### config.mk
export PLATFORM = sky130hd
export DESIGN_NAME = sector_protection_overlay
export DESIGN_NICKNAME = d
export VERILOG_FILES = /design/src/shared/sector_prot_pkg.sv /design/src/shared/prot_mem_if.sv /design/src/verilog/prot_bit_mem.sv /design/src/verilog/sector_protection_overlay.sv
export VERILOG_INCLUDE_DIRS = /design/src /design/src/shared
export SDC_FILE = /design/constraint.sdc
export NUM_CORES = 1
export LEC_CHECK = 0
export BUFFER_PORTS_ARGS = -buffer_cell sky130_fd_sc_hd__buf_2
export CAP_MARGIN = 20
export CORE_MARGIN = 3
export CORE_UTILIZATION = 40
export DETAILED_ROUTE_END_ITERATION = 12
export HOLD_SLACK_MARGIN = 0.06
export REMOVE_ABC_BUFFERS = 1
export SKIP_CTS_REPAIR_TIMING = 1
export SYNTH_ARGS = -nofsm -noshare
export SYNTH_HDL_FRONTEND = slang
export SYNTH_HIERARCHICAL = 1
export SYNTH_SLANG_ARGS = --single-unit
### constraint.sdc
create_clock -name pclk -period 2.64 [get_ports pclk]
set_input_delay 0.264 -clock pclk [delete_from_list [all_inputs] [get_ports pclk]]
set_output_delay 0.264 -clock pclk [all_outputs]
set_load 0.1 [all_outputs]
### src/shared/sector_prot_params.svh
// constants for the sector protection overlay: codes, offsets, resets
// assumes a word-addressed link and an APB register window of 32-bit words
`ifndef SECTOR_PROT_PARAMS_SVH
`define SECTOR_PROT_PARAMS_SVH

// ----------------------------------------------------------------------
// link frame opcodes and command-cycle data values
// ----------------------------------------------------------------------
`define OP_WRITE        8'h00
`define OP_READ         8'h80
`define CYC_UNLOCK1     8'haa
`define CYC_UNLOCK2     8'h55
`define CYC_PERSIST_ENT 8'hc0
`define CYC_LOCK_ENT    8'h50
`define CYC_DYN_ENT     8'he0
`define CYC_ABORT_RST   8'hf0
`define CYC_EXIT        8'h90
`define CYC_PROG_SETUP  8'ha0
`define CYC_ERASE_SETUP 8'h80
`define CYC_ERASE_CONF  8'h30
`define CYC_STATUS      8'h60
`define CYC_DYN_SET     8'h00
`define CYC_DYN_CLR     8'h01
`define CYC_LOCK_CLR    8'h00

// ----------------------------------------------------------------------
// address layout, word layout, timing
// ----------------------------------------------------------------------
`define SECTOR_LSB      17
`define WORD_ONES       15'h7fff
`define STATUS_ONES     13'h1fff
`define RD_WAIT_CYC     2'h2

// ----------------------------------------------------------------------
// register offsets, fields and reset values
// ----------------------------------------------------------------------
`define REG_CTRL        12'h000
`define REG_STATE       12'h004
`define REG_IRQ_STATUS  12'h008
`define REG_IRQ_CLEAR   12'h00c
`define REG_IRQ_ENABLE  12'h010
`define CTRL_LINK_EN    0
`define EV_PROG_DONE    0
`define EV_ERASE_DONE   1
`define EV_PROG_FAIL    2
`define EV_EXIT         3
`define RST_CTRL_EN     1'b1
`define RST_LOCK_BIT    1'b1
`define RST_PERSIST     1'b1
`define RST_DYN         1'b0

`endif

### src/shared/sector_prot_pkg.sv
// types for the sector protection overlay
// assumes the params header for widths of fields
package sector_prot_pkg;

    typedef enum logic [3:0]
    {
        MODE_ARRAY   = 4'b0001,
        MODE_PERSIST = 4'b0010,
        MODE_LOCK    = 4'b0100,
        MODE_DYN     = 4'b1000
    } mode_t;

    typedef struct packed
    {
        logic        clk_s1;
        logic        clk_s2;
        logic        clk_s3;
        logic        cs_s1;
        logic        cs_s2;
        logic        cs_s3;
        logic [7:0]  dq_s1;
        logic [7:0]  dq_s2;
        logic [2:0]  byte_cnt;
        logic [7:0]  op;
        logic [23:0] addr;
        logic [7:0]  data;
        logic [1:0]  rd_wait;
        logic [15:0] rd_word;
        mode_t       mode;
        logic [1:0]  seq_cnt;
        logic        pend_prog;
        logic        pend_erase;
        logic        pend_status;
        logic        lock_bit;
        logic        abort_flag;
        logic [7:0]  dq_out;
        logic        dq_oe;
        logic        link_en;
        logic [3:0]  irq_stat;
        logic [3:0]  irq_en;
        logic [31:0] prdata;
    } ovl_state_t;

endpackage : sector_prot_pkg

### src/shared/prot_mem_if.sv
// port between the overlay control and one per-sector bit array
// assumes read data registered inside the array, one cycle late
`timescale 1ns/1ps
`default_nettype none

interface prot_mem_if #(parameter int SECT_W = 7);
    logic              we;
    logic              wdata;
    logic [SECT_W-1:0] waddr;
    logic              fill;
    logic              fill_val;
    logic [SECT_W-1:0] raddr;
    logic              rdata;

    modport ctrl (output we, wdata, waddr, fill, fill_val, raddr,
                  input rdata);
    modport mem  (input we, wdata, waddr, fill, fill_val, raddr,
                  output rdata);
endinterface : prot_mem_if

`default_nettype wire

### src/verilog/prot_bit_mem.sv
// one bit per sector, with bulk fill and a registered read port
// assumes the controller holds raddr stable a cycle before using rdata
`timescale 1ns/1ps
`default_nettype none

module prot_bit_mem #(
    parameter int   NUM     = 128,
    parameter int   SECT_W  = 7,
    parameter logic RST_VAL = 1'b1
) (
    // clock, reset, enable
    input wire logic pclk,
    input wire logic presetn,
    input wire logic ce,
    // control side
    prot_mem_if.mem  port
);
    typedef struct packed
    {
        logic [NUM-1:0] bits;
        logic           rdata;
    } mem_state_t;

    mem_state_t cur_reg;
    mem_state_t cur_next;

    // fill beats a single write; both come from one decoded cycle anyway
    always_comb
    begin
        cur_next = cur_reg;
        if (port.fill)
            cur_next.bits = {NUM{port.fill_val}};
        else if (port.we)
            cur_next.bits[port.waddr] = port.wdata;
        cur_next.rdata = cur_reg.bits[port.raddr];
    end

    // state register, frozen while ce is low
    always_ff @(posedge pclk or negedge presetn)
    begin
        if (!presetn)
            cur_reg <= '{bits: {NUM{RST_VAL}}, rdata: RST_VAL};
        else if (ce)
            cur_reg <= cur_next;
    end

    assign port.rdata = cur_reg.rdata;

endmodule : prot_bit_mem

`default_nettype wire

### src/verilog/sector_protection_overlay.sv
// sector protection overlay: link frame decode, overlay modes, APB window
// assumes link pins come from another clock domain, APB on pclk
`timescale 1ns/1ps
`default_nettype none
`include "sector_prot_params.svh"

module sector_protection_overlay #(
    parameter int NUM_SECT = 128,
    parameter int SECT_W   = 7
) (
    // clock, reset, enable
    input  wire logic        pclk,
    input  wire logic        presetn,
    input  wire logic        ce,
    // apb slave
    input  wire logic [11:0] paddr,
    input  wire logic        psel,
    input  wire logic        penable,
    input  wire logic        pwrite,
    input  wire logic [31:0] pwdata,
    output logic             pready,
    output logic [31:0]      prdata,
    output logic             pslverr,
    // interrupt
    output logic             irq,
    // link pins
    input  wire logic        link_clk,
    input  wire logic        link_cs_n,
    input  wire logic [7:0]  link_dq_in,
    output logic [7:0]       link_dq_out,
    output logic             link_dq_oe,
    // overlay state seen by the array path
    output logic             in_overlay
);
    import sector_prot_pkg::*;

    sector_prot_pkg::ovl_state_t cur_reg;
    sector_prot_pkg::ovl_state_t cur_next;

    prot_mem_if #(.SECT_W(SECT_W)) ppb_if ();
    prot_mem_if #(.SECT_W(SECT_W)) dyb_if ();

    // ------------------------------------------------------------------
    // per-sector bit arrays
    // ------------------------------------------------------------------
    prot_bit_mem #(
        .NUM     (NUM_SECT),
        .SECT_W  (SECT_W),
        .RST_VAL (`RST_PERSIST)
    ) u_persist_mem (
        .pclk    (pclk),
        .presetn (presetn),
        .ce      (ce),
        .port    (ppb_if.mem)
    );

    prot_bit_mem #(
        .NUM     (NUM_SECT),
        .SECT_W  (SECT_W),
        .RST_VAL (`RST_DYN)
    ) u_dyn_mem (
        .pclk    (pclk),
        .presetn (presetn),
        .ce      (ce),
        .port    (dyb_if.mem)
    );

    logic [SECT_W-1:0] sector;
    logic              rise;
    logic              frame_end;
    logic              wr_cycle;
    logic              rd_frame;
    logic [15:0]       word_sel;
    logic [15:0]       status_word;
    logic              setup_ph;
    logic              access_wr;
    logic              mapped;
    logic [31:0]       rd_mux;

    // ------------------------------------------------------------------
    // link framing terms
    // ------------------------------------------------------------------
    // sector always from the frame's own address, never from an entry
    assign sector    = cur_reg.addr[`SECTOR_LSB +: SECT_W];
    assign rise      = cur_reg.clk_s2 & ~cur_reg.clk_s3 & ~cur_reg.cs_s2
                       & cur_reg.link_en;
    assign frame_end = cur_reg.cs_s2 & ~cur_reg.cs_s3;
    assign wr_cycle  = frame_end & (cur_reg.op == `OP_WRITE)
                       & (cur_reg.byte_cnt == 3'h5);
    assign rd_frame  = (cur_reg.op == `OP_READ);

    assign status_word[2] = ppb_if.rdata;
    assign status_word[1] = ~dyb_if.rdata;
    assign status_word[0] = status_word[1] & status_word[2];
    assign status_word[15:3] = `STATUS_ONES;

    // read word chosen by overlay mode
    always_comb
    begin
        word_sel = 16'hffff;
        if (cur_reg.pend_status)
            word_sel = status_word;
        else
        begin
            case (cur_reg.mode)
                // persist bit on bit 0; rest ones
                MODE_PERSIST: word_sel = {`WORD_ONES, ppb_if.rdata};
                // lock bit on every word read
                MODE_LOCK:    word_sel = {`WORD_ONES, cur_reg.lock_bit};
                MODE_DYN:     word_sel = {`WORD_ONES, dyb_if.rdata};
                default:      word_sel = 16'hffff;
            endcase
        end
    end

    // ------------------------------------------------------------------
    // apb decode
    // ------------------------------------------------------------------
    assign setup_ph  = psel & ~penable;
    assign access_wr = psel & penable & pwrite;
    assign mapped    = (paddr == `REG_CTRL) || (paddr == `REG_STATE)
                       || (paddr == `REG_IRQ_STATUS)
                       || (paddr == `REG_IRQ_CLEAR)
                       || (paddr == `REG_IRQ_ENABLE);

    // read mux; clear register reads back as zero
    always_comb
    begin
        rd_mux = 32'h0000_0000;
        case (paddr)
            `REG_CTRL:       rd_mux = {31'h0, cur_reg.link_en};
            `REG_STATE:      rd_mux = {26'h0, cur_reg.abort_flag,
                                       cur_reg.lock_bit, cur_reg.mode};
            `REG_IRQ_STATUS: rd_mux = {28'h0, cur_reg.irq_stat};
            `REG_IRQ_ENABLE: rd_mux = {28'h0, cur_reg.irq_en};
            default:         rd_mux = 32'h0000_0000;
        endcase
    end

    // ------------------------------------------------------------------
    // next-state logic
    // ------------------------------------------------------------------
    always_comb
    begin
        logic [3:0] ev;
        logic [7:0] d;
        ev       = 4'h0;
        d        = cur_reg.data;
        cur_next = cur_reg;

        ppb_if.we       = 1'b0;
        ppb_if.wdata    = 1'b0;
        ppb_if.waddr    = sector;
        ppb_if.fill     = 1'b0;
        ppb_if.fill_val = `RST_PERSIST;
        ppb_if.raddr    = sector;
        dyb_if.we       = 1'b0;
        dyb_if.wdata    = 1'b0;
        dyb_if.waddr    = sector;
        dyb_if.fill     = 1'b0;
        dyb_if.fill_val = `RST_DYN;
        dyb_if.raddr    = sector;

        // two-flop synchronisers for all link pins
        cur_next.clk_s1 = link_clk;
        cur_next.clk_s2 = cur_reg.clk_s1;
        cur_next.clk_s3 = cur_reg.clk_s2;
        cur_next.cs_s1  = link_cs_n;
        cur_next.cs_s2  = cur_reg.cs_s1;
        cur_next.cs_s3  = cur_reg.cs_s2;
        cur_next.dq_s1  = link_dq_in;
        cur_next.dq_s2  = cur_reg.dq_s1;

        // shift frame bytes on each link rising edge
        if (rise)
        begin
            case (cur_reg.byte_cnt)
                3'h0:    cur_next.op         = cur_reg.dq_s2;
                3'h1:    cur_next.addr[23:16] = cur_reg.dq_s2;
                3'h2:    cur_next.addr[15:8]  = cur_reg.dq_s2;
                3'h3:    cur_next.addr[7:0]   = cur_reg.dq_s2;
                3'h4:    cur_next.data        = cur_reg.dq_s2;
                default: cur_next.data        = cur_reg.data;
            endcase
            if (cur_reg.byte_cnt != 3'h7)
                cur_next.byte_cnt = cur_reg.byte_cnt + 3'h1;
            // array read port needs the address settled first
            if (cur_reg.byte_cnt == 3'h3 && rd_frame)
                cur_next.rd_wait = `RD_WAIT_CYC;
            // second read byte follows the host's next edge
            if (cur_reg.byte_cnt == 3'h4 && rd_frame)
                cur_next.dq_out = cur_reg.rd_word[7:0];
        end

        // load the selected word once the array answered
        if (cur_reg.rd_wait != 2'h0)
            cur_next.rd_wait = cur_reg.rd_wait - 2'h1;
        if (cur_reg.rd_wait == 2'h1)
        begin
            cur_next.rd_word = word_sel;
            cur_next.dq_out  = word_sel[15:8];
            cur_next.dq_oe   = 1'b1;
        end

        // frame close: release the bus, consume a status request
        if (frame_end)
        begin
            cur_next.byte_cnt = 3'h0;
            cur_next.rd_wait  = 2'h0;
            cur_next.dq_oe    = 1'b0;
            // status read served once, in persist or dyn overlay
            if (rd_frame && cur_reg.byte_cnt >= 3'h4)
                cur_next.pend_status = 1'b0;
        end

        // one completed write cycle moves the command sequencer
        if (wr_cycle)
        begin
            if (cur_reg.seq_cnt == 2'h1)
                cur_next.seq_cnt = (d == `CYC_UNLOCK2) ? 2'h2 : 2'h0;
            else if (cur_reg.seq_cnt == 2'h2)
            begin
                cur_next.seq_cnt = 2'h0;
                // entries open from array mode only
                if (d == `CYC_PERSIST_ENT && cur_reg.mode == MODE_ARRAY)
                    cur_next.mode = MODE_PERSIST;
                if (d == `CYC_LOCK_ENT && cur_reg.mode == MODE_ARRAY)
                    cur_next.mode = MODE_LOCK;
                if (d == `CYC_DYN_ENT && cur_reg.mode == MODE_ARRAY)
                    cur_next.mode = MODE_DYN;
                if (d == `CYC_ABORT_RST)
                    cur_next.abort_flag = 1'b0;
            end
            else if (cur_reg.pend_prog)
            begin
                cur_next.pend_prog = 1'b0;
                case (cur_reg.mode)
                    MODE_PERSIST:
                    begin
                        // program only clears, and only when unlocked
                        if (cur_reg.lock_bit)
                        begin
                            ppb_if.we    = 1'b1;
                            ppb_if.wdata = ppb_if.rdata & d[0];
                            ev[`EV_PROG_DONE] = 1'b1;
                        end
                        else
                        begin
                            // failed program raises the abort flag
                            cur_next.abort_flag = 1'b1;
                            ev[`EV_PROG_FAIL]   = 1'b1;
                        end
                    end
                    MODE_LOCK:
                    begin
                        if (d == `CYC_LOCK_CLR)
                            cur_next.lock_bit = 1'b0;
                    end
                    MODE_DYN:
                    begin
                        if (d == `CYC_DYN_SET)
                        begin
                            dyb_if.we    = 1'b1;
                            dyb_if.wdata = 1'b1;
                        end
                        if (d == `CYC_DYN_CLR)
                        begin
                            dyb_if.we    = 1'b1;
                            dyb_if.wdata = 1'b0;
                        end
                    end
                    default: cur_next.pend_prog = 1'b0;
                endcase
            end
            else if (cur_reg.pend_erase)
            begin
                cur_next.pend_erase = 1'b0;
                if (d == `CYC_ERASE_CONF && cur_reg.lock_bit)
                begin
                    ppb_if.fill        = 1'b1;
                    ev[`EV_ERASE_DONE] = 1'b1;
                end
            end
            else
            begin
                case (d)
                    `CYC_UNLOCK1: cur_next.seq_cnt = 2'h1;
                    `CYC_EXIT:
                    begin
                        if (cur_reg.mode != MODE_ARRAY)
                        begin
                            cur_next.mode        = MODE_ARRAY;
                            cur_next.pend_status = 1'b0;
                            ev[`EV_EXIT]         = 1'b1;
                        end
                    end
                    `CYC_PROG_SETUP:
                        cur_next.pend_prog = (cur_reg.mode != MODE_ARRAY);
                    `CYC_ERASE_SETUP:
                        cur_next.pend_erase = (cur_reg.mode == MODE_PERSIST);
                    `CYC_STATUS:
                        cur_next.pend_status = (cur_reg.mode == MODE_PERSIST)
                                             || (cur_reg.mode == MODE_DYN);
                    default: cur_next.seq_cnt = 2'h0;
                endcase
            end
        end

        // apb: read data registered in setup, writes in access phase
        if (setup_ph)
            cur_next.prdata = rd_mux;
        if (access_wr && paddr == `REG_CTRL)
            cur_next.link_en = pwdata[`CTRL_LINK_EN];
        if (access_wr && paddr == `REG_IRQ_ENABLE)
            cur_next.irq_en = pwdata[3:0];
        // a new event wins over a clear in the same cycle
        if (access_wr && paddr == `REG_IRQ_CLEAR)
            cur_next.irq_stat = (cur_reg.irq_stat & ~pwdata[3:0]) | ev;
        else
            cur_next.irq_stat = cur_reg.irq_stat | ev;
    end

    // ------------------------------------------------------------------
    // state register
    // ------------------------------------------------------------------
    // all state frozen while ce is low
    always_ff @(posedge pclk or negedge presetn)
    begin
        if (!presetn)
        begin
            cur_reg          <= '0;
            cur_reg.cs_s1    <= 1'b1;
            cur_reg.cs_s2    <= 1'b1;
            cur_reg.cs_s3    <= 1'b1;
            cur_reg.mode     <= MODE_ARRAY;
            cur_reg.lock_bit <= `RST_LOCK_BIT;
            cur_reg.link_en  <= `RST_CTRL_EN;
        end
        else if (ce)
            cur_reg <= cur_next;
    end

    // ------------------------------------------------------------------
    // outputs
    // ------------------------------------------------------------------
    // zero-wait slave: every access completes in its first access cycle
    assign pready      = 1'b1;
    assign pslverr     = psel & penable & ~mapped;
    assign prdata      = cur_reg.prdata;
    assign irq         = |(cur_reg.irq_stat & cur_reg.irq_en);
    assign link_dq_out = cur_reg.dq_out;
    assign link_dq_oe  = cur_reg.dq_oe;
    assign in_overlay  = (cur_reg.mode != MODE_ARRAY);

endmodule : sector_protection_overlay

`default_nettype wire

==> reports/metrics.cfg <==
[grt]
grt_max_degree = 132
grt_remaining_overflow = 0
grt_usage_pct = 21.82
antenna_found_initial = 0
grt_pass1_wl_um = 97280
grt_pass1_vias = 17900

[yosys]
syn_avg_cell_area_um2 = 8.515
synthDistinctLibCells = 63
yosysSeqAreaShare_pct = 42.54
async_reset_ff_share_pct = 100.0
synth_edf_count = 0
ys_warn_count = 6
synth.top_cells.by_area = dfrtp_1 25%, dfstp_2 17%, nor2_1 10%
synth-seq-cells = 343
synth_common_cells = 564 x nor2_1, 274 x nand3_1, 270 x a21oi_1
syn_area_um2 = 20570
yosysMostFrequentCell = nor2_1
synth_cells = 2416
synth_ff_type = dfrtp_1
yosys.area.top_type = dfrtp_1
synth_top_area_share_pct = 25.30

[layout]
fillers = 4720
antenna_cells = 0
drive_above_1_share_pct = 22.79
nets = 2492
final_area_um2 = 23920
area_growth_pct = 16.28

[routing]
drcViolationCount = 0
wirelength_um = 60550
vias = 18690
post_drt_wl_per_cell_um = 19.35
viasPerCell = 5.974
ant_nets = 0
dr.pass1.iters = 5
drtIter0Drc = 1875

[floorplan]
initial_core_util_pct = 40.75
ios = 105
dieArea_um2 = 54190
die_h_um = 232.8
die_w_um = 232.8
coreArea_um2 = 50480
rows = 82

[clock_tree]
htreeDepth = 2
ctsLongestPathBuffers = 3
clockRootBuffer = clkbuf_16
clkTransAtPathRegs_ns = 0.06
tritoncts = yes
cts_made_buffers = 42
cts.sinks = 343
clock_latency_ns = 0.58

[worst_setup_path]
required_ns = 3.12
cp-end-kind = register
cp_max_fo = 80
cp-start-kind = register
critPathArrivalTime_ns = 3.06
path_class = register to register

[power]
p_per_area_nw_per_um2 = 545.6
power_leakage_nw = 8.697
power.total_mw = 13.05
peakVddDrop_v = 0.0003843

[place]
port_buffers = 49
dpl-instance-area_um2 = 22160
place.gp.congestion = 0.8955
place_hpwl_um = 35900

[timing]
hold_violations = 0
fmax_ghz = 0.3878
period_needed_ns = 2.578
slew-limit-headroom_pct = 53.49
hold_slack_ns = 0.1455
worst_pin_slew_ns = 0.6976
finalCritPeriodShare_pct = 97.66
setup_viol = 0
slew_violations = 0
finClkSkew_ns = 0.02957
rsz0062_at_grt = yes

[run_status]
status = finished, final reports clean

[run]
cap_viol_max_count = 0

[min_path]
hold_path.class = input port to register

path summary, 6_finish.rpt:
path                               startpoint  slack [ns]                        end  cells past startpoint
worst max-delay path            cur_next[138]        0.06  u_persist_mem/cur_reg[37]                     10
min in group asynchronous             presetn        0.33  u_persist_mem/cur_reg[66]                      2
worst min register to register    cur_reg[64]        0.47                cur_reg[64]                      1
worst max register to register  cur_next[138]        0.06  u_persist_mem/cur_reg[37]                     10
worst min-delay path                 paddr[3]        0.15                cur_reg[38]                      4
max in group asynchronous             presetn        1.56                cur_reg[59]                      3
cell type report:
type	instances	area (um^2)	share of cell area [%]
Sequential cell	343	8762	36.63
Clock inverter	9	117.6	0.4917
Multi-Input combinational cell	1805	10790	45.09
Tap cell	672	840.8	3.515
Inverter	20	75.07	0.3138
Timing Repair Buffer	213	2073	8.667
Clock buffer	67	1266	5.293
routing by layer:
| layer | share of wire (%) | track usage, % |
|---|---|---|
| met1 | 44 | 31.13 |
| met2 | 47 | 34.18 |
| met3 | 6.9 | 3.624 |
| met4 | 2.2 | 6.332 |
| met5 | 0 | 0 |
power by group:
| part | switching, mW | internal [mW] | total (mW) |
|---|---|---|---|
| registers | 0.235 | 5.67 | 5.91 |
| logic | 0.831 | 0.487 | 1.32 |
| clock network | 2.33 | 3.49 | 5.82 |
| total | 3.40 | 9.65 | 13.1 |
cells by family (layout without fill, tap and decap cells):
family	Yosys count	in the layout	synth area share, %
and+or+nand+nor	1016	1016	22.48
muxes	137	137	10.55
xor gates and xnor gates	1	1	0.04258
adders and majority gates	7	7	0.4257
DFF	343	343	42.54
buffers and inverters	296	309	6.374
other	2	30	0.03651
AOI/OAI and AO/OA	614	614	17.55
critical path, cell delays in order (launching register included):
cell and delay [ns]:
dfstp_2 0.55, and3b_1 0.26, nand4_1 0.11, buf_4 0.18
nor4_2 0.26, buf_4 0.22, o21ai_4 0.09, buf_12 0.22
nor2_1 0.27, nor2_1 0.10, a31oi_2 0.18
stage by stage:
stage          cells  utilization [%]   TNS, ns  setup WS (ns)
3_5_place_dp    3030            43.89         0       0.001812
2_1_floorplan   2168                -  -2916.21         -19.51
6_report        3129            47.39         0        0.06165
4_1_cts         3106            46.63   -0.3988       -0.03820
5_1_grt         3129            47.39  -0.05335       -0.04088
3_3_place_gp    3030            43.89         0        0.07837
layout by cell type, fill, tap and decap left out, types with 6 or more instances in the layout:
cell,instances
dlygate4sd3_1,15
and3_1,9
nor3_2,10
nor2b_1,16
clkbuf_16,47
clkbuf_1,14
nand2_1,33
mux2_2,58
mux2i_1,21
a31oi_1,259
nor2_1,557
nor3b_2,6
and2_1,6
buf_2,48
mux4_2,58
a22o_1,6
a211oi_1,6
dfrtp_1,204
a22oi_1,21
ha_1,6
clkbuf_8,10
nand3b_1,7
buf_12,30
nand3_1,274
nand4_1,13
conb_1,30
buf_4,109
nand2b_1,15
o21ai_0,14
a21oi_1,270
nor3_1,16
nor4_1,8
inv_1,20
dfstp_2,135
No activity file was read; power rests on OpenSTA's default activity.
